--- src/shared/xio_defs.vh ---
// constants for the extra i/o port: register map, fields, resets, limits
`ifndef XIO_DEFS_VH
`define XIO_DEFS_VH

// register indices as printed (not all multiples of four)
`define XIO_REG_DIRECTION 16'hb7fc
`define XIO_REG_DATA      16'hb806
`define XIO_REG_LEVEL0    16'hb810
`define XIO_REG_LEVEL1    16'hb811
`define XIO_REG_LEVEL2    16'hb812
`define XIO_REG_LEVEL3    16'hb813
`define XIO_REG_UPDATE    16'hb81a

// direction field: one bit per eight-line group
`define XIO_DIR_BITS      3
`define XIO_DIR_RESET     3'h0
`define XIO_LINES         24
`define XIO_GROUP_W       8

// analog limits in millivolts, converter and update values, level and data resets
`define XIO_MV_MAX        32'sd10000
`define XIO_MV_MIN        (-32'sd10000)
`define XIO_MV_STEP       32'sd5
`define XIO_LEVEL_RESET   32'h0000_0000
`define XIO_DAC_MID       12'h800
`define XIO_DAC_W         12
`define XIO_UPDATE_GO     32'h0000_0001
`define XIO_DATA_RESET    24'h00_0000

`endif

--- src/rtl/xio_dac_code.v ---
// millivolt level to 12-bit offset-binary converter code
`timescale 1ns/1ps
`include "xio_defs.vh"

module xio_dac_code (
  input  wire [31:0] level_mv, // signed millivolt setting
  output wire [11:0] code      // converter code, 0x800 at 0 mV
);
  wire signed [31:0] mv_s;
  wire signed [31:0] clamped;
  wire signed [31:0] steps;
  wire signed [31:0] biased;

  assign mv_s = level_mv;
  // out-of-range levels clamp to the nearest limit
  assign clamped = (mv_s > `XIO_MV_MAX) ? `XIO_MV_MAX :
                   (mv_s < `XIO_MV_MIN) ? `XIO_MV_MIN : mv_s;
  // 5 mV per step; 10000 mV is 2000 steps, inside +-2047
  assign steps  = clamped / `XIO_MV_STEP;
  assign biased = steps + $signed({20'h0_0000, `XIO_DAC_MID});
  assign code   = biased[11:0];
endmodule // xio_dac_code

--- src/rtl/xio_line_group.v ---
// one eight-line digital group: direction, output latch and pin drive
`timescale 1ns/1ps
`include "xio_defs.vh"

module xio_line_group (
  input  wire       clk,     // register clock
  input  wire       resetn,  // async reset, active low
  input  wire       is_out,  // group direction, 1 = output
  input  wire       wr,      // data register write strobe
  input  wire [7:0] wdata,   // written byte for this group
  input  wire [7:0] pin_in,  // pin levels
  output reg  [7:0] pin_out, // driven pattern
  output wire [7:0] pin_oe,  // output enable, high while driving
  output wire [7:0] level    // live pin level for read back
);
  // only output groups take written data
  always @(posedge clk or negedge resetn) begin
    if (!resetn) begin
      pin_out <= 8'h00;
    end else if (wr && is_out) begin
      pin_out <= wdata;
    end
  end

  assign pin_oe = {8{is_out}};
  // read back the pin itself, so outputs show the driven pattern
  assign level  = pin_in;
endmodule // xio_line_group

--- src/rtl/xio_port.v ---
// extra i/o port: digital groups, data register, four analog levels
`timescale 1ns/1ps
`include "xio_defs.vh"

// How it works
// - a group is output when its direction bit is one, else input.
// - one direction write sets all groups, each from its own bit.
// - group 0 is lines 7..0, group 1 is 15..8, group 2 is 23..16.
// - the internal-header variant has only 16 lines and two groups.
// - one 32-bit data register, bit n is line n.
// - reading data returns live pin levels, outputs included.
// - writes to data bits 31..24 are discarded.
// - a data write changes only groups set as outputs.
// - each level becomes a 12-bit converter code.
// - reading a level returns the stored programmed value.
// - writing 1 to the update register loads all four codes at once.
// - lines change only through register accesses or a reset, nothing else.
module xio_port #(
  parameter HEADER_VARIANT = 0 // 1 = internal header, 16 lines
) (
  input  wire        clk,      // register clock
  input  wire        resetn,   // async reset, active low
  input  wire [15:0] reg_addr, // register index
  input  wire        reg_wr,   // write strobe, one cycle
  input  wire        reg_rd,   // read strobe, one cycle
  input  wire [31:0] reg_wdata,// write data
  output reg  [31:0] reg_rdata,// read data, valid cycle after reg_rd
  output reg         reg_ack,  // access taken, one cycle after strobe
  input  wire [23:0] line_in,  // digital pin levels
  output wire [23:0] line_out, // digital pin drive value
  output wire [23:0] line_oe,  // digital output enables
  output reg  [11:0] dac0,     // converter code, output A0
  output reg  [11:0] dac1,     // converter code, output A1
  output reg  [11:0] dac2,     // converter code, output A2
  output reg  [11:0] dac3,     // converter code, output A3
  output reg         dac_load  // pulse when codes change together
);
  localparam NGROUPS = (HEADER_VARIANT != 0) ? 2 : 3;

  reg  [2:0]  line_direction;
  reg  [31:0] analog_level_0;
  reg  [31:0] analog_level_1;
  reg  [31:0] analog_level_2;
  reg  [31:0] analog_level_3;
  wire [23:0] live;
  wire [11:0] code0;
  wire [11:0] code1;
  wire [11:0] code2;
  wire [11:0] code3;
  wire        hit_dir;
  wire        hit_data;
  wire        hit_upd;

  assign hit_dir  = (reg_addr == `XIO_REG_DIRECTION);
  assign hit_data = (reg_addr == `XIO_REG_DATA);
  assign hit_upd  = (reg_addr == `XIO_REG_UPDATE);

  // direction: all group bits taken in one write
  always @(posedge clk or negedge resetn) begin
    if (!resetn) begin
      line_direction <= `XIO_DIR_RESET;
    end else if (reg_wr && hit_dir) begin
      line_direction <= reg_wdata[2:0];
    end
  end

  // per-group logic; group g owns lines 8g+7..8g
  genvar g;
  generate
    for (g = 0; g < 3; g = g + 1) begin : grp
      if (g < NGROUPS) begin : present
        xio_line_group u_grp (
          .clk     (clk),
          .resetn  (resetn),
          .is_out  (line_direction[g]),
          .wr      (reg_wr && hit_data),
          .wdata   (reg_wdata[g*8 +: 8]),
          .pin_in  (line_in[g*8 +: 8]),
          .pin_out (line_out[g*8 +: 8]),
          .pin_oe  (line_oe[g*8 +: 8]),
          .level   (live[g*8 +: 8])
        );
      end else begin : absent
        // missing group on the header variant: never driven
        assign line_out[g*8 +: 8] = 8'h00;
        assign line_oe[g*8 +: 8]  = 8'h00;
        assign live[g*8 +: 8]     = 8'h00;
      end
    end
  endgenerate

  // programmed levels; outputs stay put until the update strobe
  always @(posedge clk or negedge resetn) begin
    if (!resetn) begin
      analog_level_0 <= `XIO_LEVEL_RESET;
      analog_level_1 <= `XIO_LEVEL_RESET;
      analog_level_2 <= `XIO_LEVEL_RESET;
      analog_level_3 <= `XIO_LEVEL_RESET;
    end else if (reg_wr) begin
      if (reg_addr == `XIO_REG_LEVEL0) analog_level_0 <= reg_wdata;
      if (reg_addr == `XIO_REG_LEVEL1) analog_level_1 <= reg_wdata;
      if (reg_addr == `XIO_REG_LEVEL2) analog_level_2 <= reg_wdata;
      if (reg_addr == `XIO_REG_LEVEL3) analog_level_3 <= reg_wdata;
    end
  end

  xio_dac_code u_code0 (.level_mv (analog_level_0), .code (code0));
  xio_dac_code u_code1 (.level_mv (analog_level_1), .code (code1));
  xio_dac_code u_code2 (.level_mv (analog_level_2), .code (code2));
  xio_dac_code u_code3 (.level_mv (analog_level_3), .code (code3));

  // simultaneous load of all four codes on a write of exactly 1
  always @(posedge clk or negedge resetn) begin
    if (!resetn) begin
      dac0     <= `XIO_DAC_MID;
      dac1     <= `XIO_DAC_MID;
      dac2     <= `XIO_DAC_MID;
      dac3     <= `XIO_DAC_MID;
      dac_load <= 1'b0;
    end else begin
      dac_load <= 1'b0;
      if (reg_wr && hit_upd && reg_wdata == `XIO_UPDATE_GO) begin
        dac0     <= code0;
        dac1     <= code1;
        dac2     <= code2;
        dac3     <= code3;
        dac_load <= 1'b1;
      end
    end
  end

  // read mux; top data byte reads zero, writes to it go nowhere
  always @(posedge clk or negedge resetn) begin
    if (!resetn) begin
      reg_rdata <= 32'h0000_0000;
      reg_ack   <= 1'b0;
    end else begin
      reg_ack <= reg_rd | reg_wr;
      if (reg_rd) begin
        case (reg_addr)
          `XIO_REG_DIRECTION: reg_rdata <= {29'h0, line_direction};
          `XIO_REG_DATA:      reg_rdata <= {8'h00, live};
          `XIO_REG_LEVEL0:    reg_rdata <= analog_level_0;
          `XIO_REG_LEVEL1:    reg_rdata <= analog_level_1;
          `XIO_REG_LEVEL2:    reg_rdata <= analog_level_2;
          `XIO_REG_LEVEL3:    reg_rdata <= analog_level_3;
          default:            reg_rdata <= 32'h0000_0000;
        endcase
      end
    end
  end
endmodule // xio_port

--- config.mk ---
export PLATFORM = sky130hd
export DESIGN_NAME = xio_port
export DESIGN_NICKNAME = d
export VERILOG_FILES = /design/src/rtl/xio_dac_code.v /design/src/rtl/xio_line_group.v /design/src/rtl/xio_port.v
export VERILOG_INCLUDE_DIRS = /design/src /design/src/shared
export SDC_FILE = /design/constraint.sdc
export NUM_CORES = 1
export LEC_CHECK = 0
export ABC_AREA = 1
export BUFFER_PORTS_ARGS = -buffer_cell sky130_fd_sc_hd__buf_2
export CAP_MARGIN = 20
export CORE_MARGIN = 4
export CORE_UTILIZATION = 38
export CTS_CLUSTER_DIAMETER = 200
export DETAILED_ROUTE_END_ITERATION = 8
export PLACE_DENSITY = 0.54
export SYNTH_ARGS = -nofsm -noshare
export SYNTH_HDL_FRONTEND = slang
export SYNTH_SLANG_ARGS = --single-unit
--- constraint.sdc ---
create_clock -name clk -period 20.3 [get_ports clk]
set_clock_uncertainty 0.1 [all_clocks]
set_input_delay 2.03 -clock clk [delete_from_list [all_inputs] [get_ports clk]]
set_output_delay 2.03 -clock clk [all_outputs]
set_load 0.01 [all_outputs]
==> flow_summary.yaml <==
logic_synthesis:
  synthTopCellsByArea: "dfrtp_1 20%, nand2_1 16%, nand2_2 9.2%"
  synth-xor-area-share_pct: 4.12
  ys_seq_elements: 237
  synth_top_area_share_pct: 19.7
  seq_area_frac_synth_pct: 20.0
  synthFlopType: "dfrtp_1"
  yosysTopAreaCell: "dfrtp_1"
  synthAdderAreaFrac_pct: 0.844
  yosys.area_share.simple_pct: 50.9
  syn_avg_cell_area_um2: 6.36
  syn_nets: 4761
  async_flop_share_pct: 100
  synthCells: 4665
  synth_edf_count: 0
  synth.mux.area_fraction_pct: 0.751
  yosys_warnings: 0
  ys_types: 83
  synth_area_mm2: 0.0297
  synth_top_family_by_area: "simple AND/OR/NAND/NOR gates"
  synth_compound_area_share_pct: 10.5
final_layout:
  final_common_cell: "nand2_1"
  layout-drive-gt1-share_pct: 27.0
  final-instance-count-excl-fill: 5863
  area_growth_pct: 9.64
  final_nets: 4894
  final_cell_mix: "1246 x nand2_1, 534 x nand3_1, 487 x inv_1"
  design_area_mm2: 0.0325
floorplan:
  start_util_pct: 38.3
  die_x_um: 287
  fp-row-count: 102
  dieArea_mm2: 0.0826
  die_y_um: 287
  core_area_mm2: 0.0775
  io_pins: 206
global_route:
  grt_pass1_wl_mm: 153
  grt_max_degree: 71
  track_usage_pct: 23.2
  grt_pass1_vias: 27500
  grt-ovfl-total: 0
  antenna_found_initial: 4
timing:
  worstMarginPinSlew_ns: 0.984
  fin_crit_sh_pct: 78.4
  tns_ns: 0
  fmax_mhz: 62.8
  finalMaxSlewViolations: 0
  setup_violations: 0
  rsz0062_at_grt: "no"
  hold_viol_final: 0
  relSlewSlack_pct: 34.3
  min_period_ns: 15.92
clocking:
  cts_max_path_buffers: 3
  tritoncts: "done"
  htree_levels: 2
  path_clk_slew_ns: 0.05
  cts_made_buffers: 34
  clk_latency_ns: 0.57
  cts_root_buf: "clkbuf_16"
  hold_buffers: 0
  numClockSinks: 237
  ctsResizeCount: 0
  cts_setup_buffers: 0
drt:
  drt_pre_antenna_iters: 6
  route.detailed.drc: 0
  drtIter0Drc: 2325
  wl_mm: 98.5
  ant_nets: 0
  via_count: 30000
  wl_per_cell_um: 16.8
  vias_per_cell: 5.12
placement:
  dp.cells: 5800
  dpl_cell_area_mm2: 0.0312
  place_hpwl_mm: 79.0
  io_buffers: 205
  place.gp.congestion: 0.943
setup_path:
  critPathKind: "reg -> reg"
  critPathMaxFanout: 51
  crit_slowest_cell: "nand2_1"
  required_ns: 20.61
  path_common_cell: "nand2_1"
  reg2reg_from: "analog_level_3[14]"
  end_kind: "flip-flop"
  crit_end: "dac3[8]"
  r2r-end: "dac3[8]"
  critPathArrivalTime_ns: 16.23
  crit_path_start: "analog_level_3[14]"
  start_kind: "flip-flop"
  reg2reg_slack_ns: 4.38
  r2r_cells: 142
  cpPeakStageDelay_ns: 0.84
status:
  status: "complete, no violations"
run:
  drv_cap: 0
worst_hold_path:
  hold_class: "reg -> reg"
flip-flops by register name, summed over array words and instances (netlist names), 24 cells and up:
name                       count
grp.present.u_grp.pin_out     24
analog_level_2                32
reg_rdata                     32
analog_level_1                32
analog_level_0                32
analog_level_3                32
cell usage after synthesis, drive strengths merged (5+ instances only):
cell / count
a211oi: 20
a21oi: 33
a31oi: 7
buf: 57
bufinv: 5
clkbuf: 72
clkinv: 28
dfrtp: 233
ha: 20
inv: 681
mux2i: 20
nand2: 1789
nand3: 662
nand3b: 9
nand4: 104
nor2: 236
nor3: 30
nor4: 39
o211ai: 8
o21ai: 347
o22ai: 54
o31ai: 12
o41ai: 25
or2: 7
xnor2: 20
xor2: 109
critical path: cells and delay by family (launching register included):
family                   cells  cell delay, ns
AO/OA/AOI/OAI                4            0.70
flip-flops                   1            0.37
adder cells (fa/ha/maj)      2            0.33
AND/OR/NAND/NOR            119           12.38
buffers and inverters       16            1.64
XOR/XNOR                     1            0.19
worst min-delay path by stage:
stage          cells after the start                 to               from
2_1_floorplan                      2  analog_level_0[0]  analog_level_0[0]
3_3_place_gp                       2           dac0[11]           dac0[11]
3_5_place_dp                       2           dac0[11]           dac0[11]
4_1_cts                            2           dac0[11]           dac0[11]
5_1_grt                            2           dac2[11]           dac2[11]
6_report                           2           dac0[11]           dac0[11]
area by class of cell:
cell class,count,area (um2)
fill,8415,44900
multi-input combinational,3584,20000
sequential,237,5940
inverter,714,2830
tap,1040,1300
timing repair buffer,227,1250
clock buffer,44,938
clock inverter,16,310
antenna,1,2.50
per-stage QoR:
stage	hold slack (ns)	worst slack [ns]	util (%)
2_1_floorplan	0.353	6.90	-
3_3_place_gp	0.359	3.95	40.3
3_5_place_dp	0.358	3.93	40.3
4_1_cts	0.368	3.89	41.9
5_1_grt	0.389	2.28	42.0
6_report	0.366	4.38	42.0
metal layers:
metal  up-vias  GRT usage (%)  wire [um]
met4         2           6.18       2750
met3       116           2.76       6090
met1     13800           33.5      46800
met5         -              0         13
met2       786           36.6      42900
li1      15300              -          -
cells by family (layout without fill, tap and decap cells):
| kind of cell | after synthesis | count (layout) |
|---|---|---|
| xor+xnor | 132 | 132 |
| flops | 237 | 237 |
| other cells | 0 | 1 |
| simple gates | 2887 | 2887 |
| buf+inv | 844 | 1001 |
| mux | 22 | 22 |
| compound gates | 523 | 523 |
| fa+ha+maj | 20 | 20 |
Power is left out: the tool's default activity adds up to more than one toggle a clock period on the data nets, which glitch-free logic cannot reach.
